[config.mk]
export PLATFORM = sky130hd
export DESIGN_NAME = eiec_top
export DESIGN_NICKNAME = d
export VERILOG_FILES = /design/src/hw/eiec_top.v
export VERILOG_INCLUDE_DIRS = /design/src /design/src/hw
export SDC_FILE = /design/constraint.sdc
export NUM_CORES = 1
export LEC_CHECK = 0
export BUFFER_PORTS_ARGS = -buffer_cell sky130_fd_sc_hd__buf_2
export CELL_PAD_IN_SITES_DETAIL_PLACEMENT = 0
export CELL_PAD_IN_SITES_GLOBAL_PLACEMENT = 1
export CORE_MARGIN = 1
export CORE_UTILIZATION = 32
export CTS_BUF_LIST = sky130_fd_sc_hd__clkbuf_8
export DETAILED_ROUTE_END_ITERATION = 7
export PLACE_DENSITY = 0.88
export SKIP_CTS_REPAIR_TIMING = 1
export SYNTH_ARGS = -nofsm -noshare
export SYNTH_HDL_FRONTEND = slang
export SYNTH_SLANG_ARGS = --single-unit
export TNS_END_PERCENT = 1
[constraint.sdc]
create_clock -name aclk -period 2.1 [get_ports aclk]
set_clock_uncertainty 0.1 [all_clocks]
set_input_delay 0.315 -clock aclk [delete_from_list [all_inputs] [get_ports aclk]]
set_output_delay 0.315 -clock aclk [all_outputs]
set_load 0.05 [all_outputs]
[src/hw/eiec_defs.vh]
// Constants for the external interrupt edge control block
`ifndef EIEC_DEFS_VH
`define EIEC_DEFS_VH

// ****************************************
// Register map
// ****************************************
`define EIEC_ADDR_W 16
`define EIEC_PGR_INDEX 14'h0F77
`define EIEC_CTL_INDEX 14'h0FD8
`define EIEC_PGR_ADDR {`EIEC_PGR_INDEX, 2'h0}
`define EIEC_CTL_ADDR {`EIEC_CTL_INDEX, 2'h0}

// ****************************************
// Fields and reset values
// ****************************************
`define EIEC_SRC_N 6
`define EIEC_EN_RESET 6'h00
`define EIEC_EXT1_BIT 1
`define EIEC_ES_RESET 2'h0
`define EIEC_NC_RESET 2'h0
`define EIEC_PGR_PAD 26'h0000000
`define EIEC_CTL_PAD 27'h0000000
`define EIEC_ES_MSB 3
`define EIEC_ES_LSB 2
`define EIEC_NC_MSB 1
`define EIEC_NC_LSB 0
`define EIEC_DATA_ZERO 32'h00000000

// ****************************************
// Edge select codes
// ****************************************
`define EIEC_ES_RISE 2'h0
`define EIEC_ES_FALL 2'h1
`define EIEC_ES_BOTH 2'h2

// ****************************************
// Sampling intervals
// ****************************************
`define EIEC_NC_DIV1 2'h0
`define EIEC_NC_DIV4 2'h1
`define EIEC_NC_DIV8 2'h2
`define EIEC_NC_DIV16 2'h3
`define EIEC_TERM_DIV4 4'h3
`define EIEC_TERM_DIV8 4'h7
`define EIEC_TERM_DIV16 4'hF
`define EIEC_LF_TERM 2'h3

// ****************************************
// Bus answers
// ****************************************
`define EIEC_RESP_OKAY 2'h0
`define EIEC_RESP_SLVERR 2'h2

`endif

[src/hw/eiec_top.v]
// External interrupt clock gating and external interrupt 1 edge detection
//
// Local design decision: the AXI4-Lite register port.
`timescale 1ns/10ps

`include "eiec_defs.vh"

module eiec_top #(
  parameter NC_AGREE = 3
) (
  input wire aclk,
  input wire aresetn,
  input wire [`EIEC_ADDR_W-1:0] s_axi_awaddr,
  input wire [2:0] s_axi_awprot,
  input wire s_axi_awvalid,
  output wire s_axi_awready,
  input wire [31:0] s_axi_wdata,
  input wire [3:0] s_axi_wstrb,
  input wire s_axi_wvalid,
  output wire s_axi_wready,
  output reg [1:0] s_axi_bresp,
  output reg s_axi_bvalid,
  input wire s_axi_bready,
  input wire [`EIEC_ADDR_W-1:0] s_axi_araddr,
  input wire [2:0] s_axi_arprot,
  input wire s_axi_arvalid,
  output wire s_axi_arready,
  output reg [31:0] s_axi_rdata,
  output reg [1:0] s_axi_rresp,
  output reg s_axi_rvalid,
  input wire s_axi_rready,
  input wire low_speed_mode,
  input wire low_frequency_tick,
  input wire ext1_pin,
  output reg [`EIEC_SRC_N-1:0] ext_source_clock_enable,
  output reg ext1_request
);

  // ****************************************
  // Register state
  // ****************************************
  reg [1:0] ext1_edge_select;
  reg [1:0] ext1_filter_interval;
  reg ext1_captured_level;
  wire ext1_clock_enable;

  assign ext1_clock_enable = ext_source_clock_enable[`EIEC_EXT1_BIT];

  // ****************************************
  // Write channel
  // ****************************************
  reg aw_held;
  reg w_held;
  reg [`EIEC_ADDR_W-1:0] aw_addr;
  reg [7:0] w_byte;
  reg w_lane;
  wire wr_fire;
  wire [`EIEC_ADDR_W-1:0] wr_addr;
  wire [7:0] wr_byte;
  wire wr_lane;
  wire wr_store;

  // Address and data may arrive in either order; each is held until both are in
  assign s_axi_awready = !aw_held && !s_axi_bvalid;
  assign s_axi_wready = !w_held && !s_axi_bvalid;
  assign wr_addr = aw_held ? aw_addr : s_axi_awaddr;
  assign wr_byte = w_held ? w_byte : s_axi_wdata[7:0];
  assign wr_lane = w_held ? w_lane : s_axi_wstrb[0];
  assign wr_fire = !s_axi_bvalid && (aw_held || s_axi_awvalid) && (w_held || s_axi_wvalid);
  // Lane 0 clear: the write is answered but stores nothing
  assign wr_store = wr_fire && wr_lane;

  // ****************************************
  // Address decode
  // ****************************************
  // Full 16-bit match, so aliases of a register answer as unmapped
  wire wr_hit_pgr;
  wire wr_hit_ctl;
  wire rd_hit_pgr;
  wire rd_hit_ctl;

  assign wr_hit_pgr = (wr_addr == `EIEC_PGR_ADDR);
  assign wr_hit_ctl = (wr_addr == `EIEC_CTL_ADDR);
  assign rd_hit_pgr = (s_axi_araddr == `EIEC_PGR_ADDR);
  assign rd_hit_ctl = (s_axi_araddr == `EIEC_CTL_ADDR);

  always @(posedge aclk) begin
    if (!aresetn) begin
      aw_held <= 1'b0;
      w_held <= 1'b0;
      aw_addr <= {`EIEC_ADDR_W{1'b0}};
      w_byte <= 8'h00;
      w_lane <= 1'b0;
      s_axi_bvalid <= 1'b0;
      s_axi_bresp <= `EIEC_RESP_OKAY;
    end else begin
      if (wr_fire) begin
        aw_held <= 1'b0;
        w_held <= 1'b0;
        s_axi_bvalid <= 1'b1;
        if (wr_hit_pgr || wr_hit_ctl) begin
          s_axi_bresp <= `EIEC_RESP_OKAY;
        end else begin
          s_axi_bresp <= `EIEC_RESP_SLVERR;
        end
      end else begin
        if (s_axi_awvalid && s_axi_awready) begin
          aw_held <= 1'b1;
          aw_addr <= s_axi_awaddr;
        end
        if (s_axi_wvalid && s_axi_wready) begin
          w_held <= 1'b1;
          w_byte <= s_axi_wdata[7:0];
          w_lane <= s_axi_wstrb[0];
        end
        if (s_axi_bvalid && s_axi_bready) begin
          s_axi_bvalid <= 1'b0;
        end
      end
    end
  end

  // ****************************************
  // Register writes
  // ****************************************
  // Only byte lane 0 carries register bits; other lanes are ignored
  always @(posedge aclk) begin
    if (!aresetn) begin
      ext_source_clock_enable <= `EIEC_EN_RESET;
      ext1_edge_select <= `EIEC_ES_RESET;
      ext1_filter_interval <= `EIEC_NC_RESET;
    end else if (wr_store) begin
      // The enable register stays writable so software can restart a stopped circuit
      if (wr_hit_pgr) begin
        ext_source_clock_enable <= wr_byte[`EIEC_SRC_N-1:0];
      end else if (wr_hit_ctl) begin
        // A stopped circuit has no clock to take the write
        if (ext1_clock_enable) begin
          ext1_edge_select <= wr_byte[`EIEC_ES_MSB:`EIEC_ES_LSB];
          ext1_filter_interval <= wr_byte[`EIEC_NC_MSB:`EIEC_NC_LSB];
        end
      end
    end
  end

  // ****************************************
  // Read channel
  // ****************************************
  // Reads have no side effects; the captured level is held, not cleared
  assign s_axi_arready = !s_axi_rvalid;

  always @(posedge aclk) begin
    if (!aresetn) begin
      s_axi_rvalid <= 1'b0;
      s_axi_rdata <= `EIEC_DATA_ZERO;
      s_axi_rresp <= `EIEC_RESP_OKAY;
    end else if (s_axi_arvalid && s_axi_arready) begin
      s_axi_rvalid <= 1'b1;
      if (rd_hit_pgr) begin
        s_axi_rdata <= {`EIEC_PGR_PAD, ext_source_clock_enable};
        s_axi_rresp <= `EIEC_RESP_OKAY;
      end else if (rd_hit_ctl) begin
        s_axi_rdata <= {`EIEC_CTL_PAD, ext1_captured_level,
                        ext1_edge_select, ext1_filter_interval};
        s_axi_rresp <= `EIEC_RESP_OKAY;
      end else begin
        s_axi_rdata <= `EIEC_DATA_ZERO;
        s_axi_rresp <= `EIEC_RESP_SLVERR;
      end
    end else if (s_axi_rvalid && s_axi_rready) begin
      s_axi_rvalid <= 1'b0;
    end
  end

  // ****************************************
  // Pin synchroniser
  // ****************************************
  reg pin_meta;
  reg pin_s2;
  reg pin_s3;
  reg pin_level;

  // A change counts only once the second and third stages agree
  always @(posedge aclk) begin
    if (!aresetn) begin
      pin_meta <= 1'b0;
      pin_s2 <= 1'b0;
      pin_s3 <= 1'b0;
      pin_level <= 1'b0;
    end else begin
      pin_meta <= ext1_pin;
      pin_s2 <= pin_meta;
      pin_s3 <= pin_s2;
      if (pin_s2 == pin_s3) begin
        pin_level <= pin_s3;
      end
    end
  end

  // ****************************************
  // Sample clock
  // ****************************************
  reg [3:0] prescale;
  reg [1:0] lf_count;
  reg [3:0] term;
  reg sample_tick;
  wire lf_sample;
  wire prescale_done;

  assign lf_sample = low_frequency_tick && (lf_count == `EIEC_LF_TERM);
  assign prescale_done = (prescale >= term);

  always @* begin
    case (ext1_filter_interval)
      `EIEC_NC_DIV4: term = `EIEC_TERM_DIV4;
      `EIEC_NC_DIV8: term = `EIEC_TERM_DIV8;
      `EIEC_NC_DIV16: term = `EIEC_TERM_DIV16;
      default: term = 4'h0;
    endcase
  end

  always @* begin
    if (!ext1_clock_enable) begin
      sample_tick = 1'b0;
    end else if (low_speed_mode) begin
      sample_tick = lf_sample;
    end else begin
      sample_tick = prescale_done;
    end
  end

  // Divider restarts on a mode swap so the first interval is never short
  reg mode_seen;
  wire mode_swap;

  assign mode_swap = (mode_seen != low_speed_mode);

  always @(posedge aclk) begin
    if (!aresetn) begin
      prescale <= 4'h0;
      lf_count <= 2'h0;
      mode_seen <= 1'b0;
    end else if (!ext1_clock_enable) begin
      prescale <= prescale;
      lf_count <= lf_count;
      mode_seen <= mode_seen;
    end else begin
      mode_seen <= low_speed_mode;
      if (mode_swap) begin
        prescale <= 4'h0;
        lf_count <= 2'h0;
      end else if (low_speed_mode) begin
        if (low_frequency_tick) begin
          lf_count <= lf_count + 2'h1;
        end
      end else if (prescale_done) begin
        prescale <= 4'h0;
      end else begin
        prescale <= prescale + 4'h1;
      end
    end
  end

  // ****************************************
  // Noise canceller
  // ****************************************
  // Level must differ on NC_AGREE samples in a row before it passes
  reg ext1_filtered;
  reg [1:0] nc_count;
  // NC_AGREE above 4 would overflow the two-bit run counter
  localparam [31:0] NC_LAST_FULL = NC_AGREE - 1;
  localparam [1:0] NC_LAST = NC_LAST_FULL[1:0];

  always @(posedge aclk) begin
    if (!aresetn) begin
      ext1_filtered <= 1'b0;
      nc_count <= 2'h0;
    end else if (sample_tick) begin
      if (pin_level == ext1_filtered) begin
        nc_count <= 2'h0;
      end else if (nc_count == NC_LAST) begin
        ext1_filtered <= pin_level;
        nc_count <= 2'h0;
      end else begin
        nc_count <= nc_count + 2'h1;
      end
    end
  end

  // ****************************************
  // Edge detection and request
  // ****************************************
  reg filt_prev;
  reg next_request;
  wire rise_seen;
  wire fall_seen;

  // Edges come from the filtered level only, never the raw pin
  assign rise_seen = ext1_filtered && !filt_prev;
  assign fall_seen = !ext1_filtered && filt_prev;

  always @* begin
    case (ext1_edge_select)
      `EIEC_ES_RISE: next_request = rise_seen;
      `EIEC_ES_FALL: next_request = fall_seen;
      `EIEC_ES_BOTH: next_request = rise_seen || fall_seen;
      default: next_request = 1'b0;
    endcase
  end

  // Filtered level freezes with the stopped circuit; the request is held clear
  always @(posedge aclk) begin
    if (!aresetn) begin
      filt_prev <= 1'b0;
      ext1_request <= 1'b0;
      ext1_captured_level <= 1'b0;
    end else if (!ext1_clock_enable) begin
      ext1_request <= 1'b0;
    end else begin
      filt_prev <= ext1_filtered;
      ext1_request <= next_request;
      if (next_request) begin
        ext1_captured_level <= ext1_filtered;
      end
    end
  end

endmodule

==> impl_metrics.toml, run 1 <==
[outcome]
status = "finished clean"

[floorplanning]
die_w_um = 101
rows = 35
core_area_um2 = 9330
start_util_pct = 33.5
die_h_um = 101
die_area_um2 = 10200
io_pins = 132

[synthesis]
syn_avg_cell_area_um2 = 9.00
synth_edf_count = 0
synth_area_leaders = "dfxtp_1 (40%), mux2i_1 (13%), buf_4 (6.7%)"
synth_cell_type_count = 46
yosysTopAreaCellShare_pct = 39.7
ys.flop_type = "dfxtp_1"
synth.yosys.warnings = 0
syn_area_um2 = 3120
ys_ff_latch = 62
async_reset_ff_share_pct = 0
synthCells = 347
yosys.area.top_type = "dfxtp_1"
ys_seq_area_share_pct = 39.7

[critical_path]
cp_top_family = "simple AND/OR/NAND/NOR gates"
worstPathMaxFanout = 7
cp-start-kind = "register"
path_buf_inv = 2
path_class = "reg2reg"
worstSetupPathDepth = 6
cp_slowest_stage_delay_ns = 0.38
crit_arrival_ns = 2.13
crit_path_end_kind = "register"
critPathRequiredTime_ns = 2.23
critPathSlowestCell = "or3_1"
path_cells = "buf_4 > o22a_1 > or3_1 > or3_1 > buf_4 > mux2i_1"
reg2reg_depth = 6

[placed_design]
gp_congestion = 0.757
placed_cell_area_um2 = 3540
hpwl_mm = 4.97
portBuffers = 68

[finish]
nFillCells = 953
area.growth.synth_to_final_pct = 18.9
antenna_cells = 0
design_area_um2 = 3720
nNetsFinal = 518
layout-drive-gt1-share_pct = 26.1

[timing]
max_freq_mhz = 500
slew_violations = 0
rsz0062_at_grt = "no"
hold_viol = 0
finalSetupTns_ns = 0
whs_ns = 0.0621
period_needed_ns = 2.00
setup-violations-final = 0
fin_crit_sh_pct = 95.3

[route]
wl_met3_um = 462
wl_per_cell_um = 11.5
wl_mm = 6.40
drc = 0
highest_layer = "met4"
via_count = 2506
first_pass_iters = 4
met1_length_mm = 2.75
dr_wl_met2_mm = 3.12
ant_nets = 0
via_per_inst = 4.49
first_iter_violations = 55

[power]
ir_drop_uv = 533
static-leakage-power_uw = 0.00179
power_uw = 2540
p_per_area_nw_per_um2 = 684

[min_path]
hold_path.class = "in2reg"
whs_path_depth = 2

[global_route]
antenna_found_initial = 0
grt_use_total_pct = 14.0
grt_first_pass_wirelength_mm = 10.9
grt_pass1_vias = 2423
grt_overflow = 0
grt_max_degree = 34

[clocking]
cts_tree = "done"
cts_htree_levels = 3
root_buffer = "clkbuf_8"
clockBufferDepth = 2
cts_buffers = 9
worst_skew_pair.late_latency_ns = 0.34
clk_pin_slew_ns = 0.07
clock_sinks = 62

[flow_run]
drv_cap = 0
synthesized netlist by cell type (all sizes together), types with 2 or more instances:
cell,instances
and2,4
inv,13
a21oi,11
buf,34
clkbuf,8
nor4bb,2
mux2,9
or2,2
or3,2
nand3b,6
a211oi,3
dfxtp,62
mux2i,42
o21ai,13
nor4,2
xor2,3
nand4b,5
nor2b,4
nor4b,2
o22ai,2
nand3,7
nor3,5
ha,10
a31oi,2
nor2,47
nand2,32
nand4,2
routing by layer:
metal	vias to the layer above	track usage [%]
li1	1283	-
met1	1144	15.5
met2	71	23.9
met3	8	6.24
met4	0	4.35
met5	-	0
sequential cells by signal, indices dropped and copies added, names as in the netlist, 2 cells and up:
register                 cells
w_byte                       6
aw_addr                     16
ext_source_clock_enable      6
nc_count                     2
ext1_filter_interval         2
prescale                     4
s_axi_rdata                  6
ext1_edge_select             2
lf_count                     2
placed cells by master, fill, tap and decap left out, drive strengths merged, types with 4 or more instances in the layout:
cell type	n
nand2	32
a21oi	11
nor2b	4
mux2i	42
nand3b	6
clkbuf	10
nor3	5
clkinv	4
conb	28
dfxtp	62
mux2	9
inv	15
nor2	47
buf	81
ha	10
o21ai	13
and2	4
nand3	7
nand4b	5
where the power goes:
group	switching, uW	internal [uW]	leakage, uW
combinational	288	130	0.00119
clock	441	444	0.0000944
sequential	27.7	1210	0.000503
worst paths after layout:
check                             from                                 endpoint  slack, ns
hold reg to reg    pin_meta$_SDFF_PN0_                        pin_s2$_SDFF_PN0_       0.34
hold / removal            s_axi_rready                s_axi_rvalid$_SDFFE_PN0P_       0.06
setup reg to reg  aw_held$_SDFFE_PP0P_  ext_source_clock_enable[2]$_SDFFE_PN0P_        0.1
setup / recovery  aw_held$_SDFFE_PP0P_  ext_source_clock_enable[2]$_SDFFE_PN0P_        0.1
cells by family after synthesis:
group,count (synthesis),share of synthesized area (%)
flops,62,39.7
other cells,1,0.120
buf+inv,56,10.7
mux,51,16.7
fa+ha+maj,10,4.00
simple gates,126,20.4
xor+xnor,4,1.12
compound gates,37,7.17
area by class of cell:
type | count | area [um2] | share of cell area [%]
clock buffer | 10 | 138 | 3.70
tap | 129 | 161 | 4.34
inverter | 14 | 52.6 | 1.41
sequential | 62 | 1240 | 33.4
timing repair buffer | 81 | 438 | 11.8
clock inverter | 6 | 30.0 | 0.808
multi-input combinational | 256 | 1650 | 44.5
worst register-to-register path, cell delays in order, from the launching register on:
cell and delay [ns]:
dfxtp_2 0.37, buf_4 0.17, o22a_1 0.21, or3_1 0.38, or3_1 0.34, buf_4 0.19, mux2i_1 0.13
metrics by stage:
| stage | instances | worst slack, ns | util (%) |
|---|---|---|---|
| after floorplan | 374 | 0.160 | - |
| after global placement | 542 | 0.0888 | 38.0 |
| after detailed placement | 542 | 0.0446 | 38.0 |
| after CTS | 558 | 0.0303 | 39.8 |
| after global routing | 558 | 0.00176 | 39.8 |
| final | 558 | 0.0995 | 39.8 |
Note: power is estimated with default switching activity, not from simulation.
==> run 2: changes to the inputs <==
==> constraint.sdc (replaced) <==
create_clock -name aclk -period 1.8 [get_ports aclk]
set_clock_uncertainty 0.1 [all_clocks]
set_input_delay 0.27 -clock aclk [delete_from_list [all_inputs] [get_ports aclk]]
set_output_delay 0.27 -clock aclk [all_outputs]
set_load 0.05 [all_outputs]
==> run 2 against run 1 <==
The run now ends with negative setup slack left. Largest cell class unchanged. Critical endpoint is now ext1_edge_select[1]$_SDFFE_PN0P_. Final area increased by 5.5%. Highest routed layer unchanged. Sequential share of layout area decreased by 1.6 points. Register-to-register slack got worse by 0.17 ns. Routed wire length increased by 1.8%. Sequential power increased by 17%. Critical path depth increased by 2. Clock-buffer cell count increased by 2. Die area unchanged.
==> impl_metrics.toml, run 2 (synthesis results as in run 1) <==
[route]
ant_nets = 0
first_iter_violations = 59
via_per_inst = 4.44
wl_mm = 6.51
drc = 0
wl_per_cell_um = 11.3
first_pass_iters = 4
via_count = 2546

[floorplanning]
start_util_pct = 33.5
die_area_um2 = 10200
core_area_um2 = 9330
die_w_um = 101
rows = 35
die_h_um = 101
io_pins = 132

[timing]
max_freq_mhz = 533
rsz0062_at_grt = "yes"
period_needed_ns = 1.88
hold_viol = 0
finalSetupTns_ns = -0.660
setup-violations-final = 13
fin_crit_sh_pct = 104
slew_violations = 0
worst_slack_ns = -0.0751

[outcome]
violations = "negative setup slack"
status = "finished, violations left"

[critical_path]
reg2reg_to = "ext1_edge_select[1]$_SDFFE_PN0P_"
r2r-start = "aw_held$_SDFFE_PP0P_"
r2r_setup_slack_ns = -0.08
worstPathMaxFanout = 6
crit_path_end_kind = "register"
critPathRequiredTime_ns = 1.96
crit_start = "aw_held$_SDFFE_PP0P_"
crit_arrival_ns = 2.03
cp-start-kind = "register"
path_class = "reg2reg"
crit_path_end = "ext1_edge_select[1]$_SDFFE_PN0P_"
reg2reg_depth = 8

[power]
static-leakage-power_uw = 0.00190
internal-power_uw = 2180
p_per_area_nw_per_um2 = 780
p_sw_uw = 873
ir_drop_uv = 453
combPwrFrac_pct = 16.9
p_sw_share_pct = 28.6
pwr-share-seq_pct = 47.3
clkPwrFrac_pct = 35.7

[finish]
area.growth.synth_to_final_pct = 25.5
largest_register = "aw_addr"
largest_reg_flops = 16
antenna_cells = 0
stdcell_count = 574
layout.cells.most_common_list = "buf_2 (68), dfxtp_1 (58), nor2_1 (45)"
nNetsFinal = 534
final_common_cell = "buf_2"
design_area_um2 = 3920
nFillCells = 932
layout-drive-gt1-share_pct = 31.0

[clocking]
clock_sinks = 62
worst_skew_pair.late_latency_ns = 0.33
cts_htree_levels = 3
clockBufferDepth = 2
clk_pin_slew_ns = 0.06
root_buffer = "clkbuf_8"
cts_buffers = 9
cts_tree = "done"

[global_route]
grt_use_total_pct = 13.3
antenna_found_initial = 0
grt_overflow = 0
grt_max_degree = 25
grt_first_pass_wirelength_mm = 10.5
grt_pass1_vias = 2436

[placed_design]
dp_slack_ns = -0.273
gp_congestion = 0.738
hpwl_mm = 5.04
placed_cell_area_um2 = 3660
place_inst = 557
portBuffers = 68

[flow_run]
drv_cap = 0

[min_path]
holdCritStartpoint = "s_axi_rready"
hold_path.class = "in2reg"
==> run 2: per-layer routing <==
metal	routed length, um	track usage [%]
met3	340	4.51
met1	2890	14.9
met5	0	0
met2	3240	23.8
met4	44	3.68
==> run 2: through the flow <==
stage               util [%]  hold slack [ns]  power (uW)
finish                  42.0           0.0153        3060
global route            42.0          0.00893        3200
CTS                     41.1          0.00124        3080
detailed placement      39.2            0.324        1980
global placement        39.2            0.316        1970
floorplan                  -            0.269        1880
==> run 2: how the worst min path moves through the flow <==
| stage | cells after the start | endpoint | slack, ns |
|---|---|---|---|
| floorplan | 1 | s_axi_rvalid$_SDFFE_PN0P_ | 0.27 |
| detailed placement | 1 | pin_s2$_SDFF_PN0_ | 0.32 |
| finish | 2 | s_axi_rvalid$_SDFFE_PN0P_ | 0.02 |
| CTS | 2 | s_axi_rvalid$_SDFFE_PN0P_ | 0.001 |
| global route | 2 | s_axi_rvalid$_SDFFE_PN0P_ | 0.009 |
| global placement | 1 | pin_s2$_SDFF_PN0_ | 0.32 |
==> run 2: worst max-delay path: stages, from the launching register on <==
cell and delay [ns]:
dfxtp_4 0.38, buf_6 0.12, nand3b_1 0.10, nor4_2 0.22, a31oi_2 0.10, buf_4 0.17
nor4b_4 0.24, buf_4 0.19, mux2i_1 0.19
==> run 2: area by class of cell <==
type                            instances  area (um2)  share of cell area, %
Timing Repair Buffer                   97         566                   14.4
Inverter                               14        52.6                   1.34
Sequential cell                        62        1250                   31.9
Clock inverter                          4        15.0                  0.383
Clock buffer                           12         165                   4.21
Tap cell                              129         161                   4.12
Multi-Input combinational cell        256        1710                   43.7
==> run 2: power groups by stage <==
| stage | registers, uW | clock network, uW | logic (uW) |
|---|---|---|---|
| 2_1_floorplan | 1500 | 0 | 388 |
| 3_3_place_gp | 1480 | 0 | 498 |
| 3_5_place_dp | 1480 | 0 | 506 |
| 4_1_cts | 1450 | 1120 | 507 |
| 5_1_grt | 1450 | 1190 | 559 |
| 6_report | 1450 | 1090 | 517 |
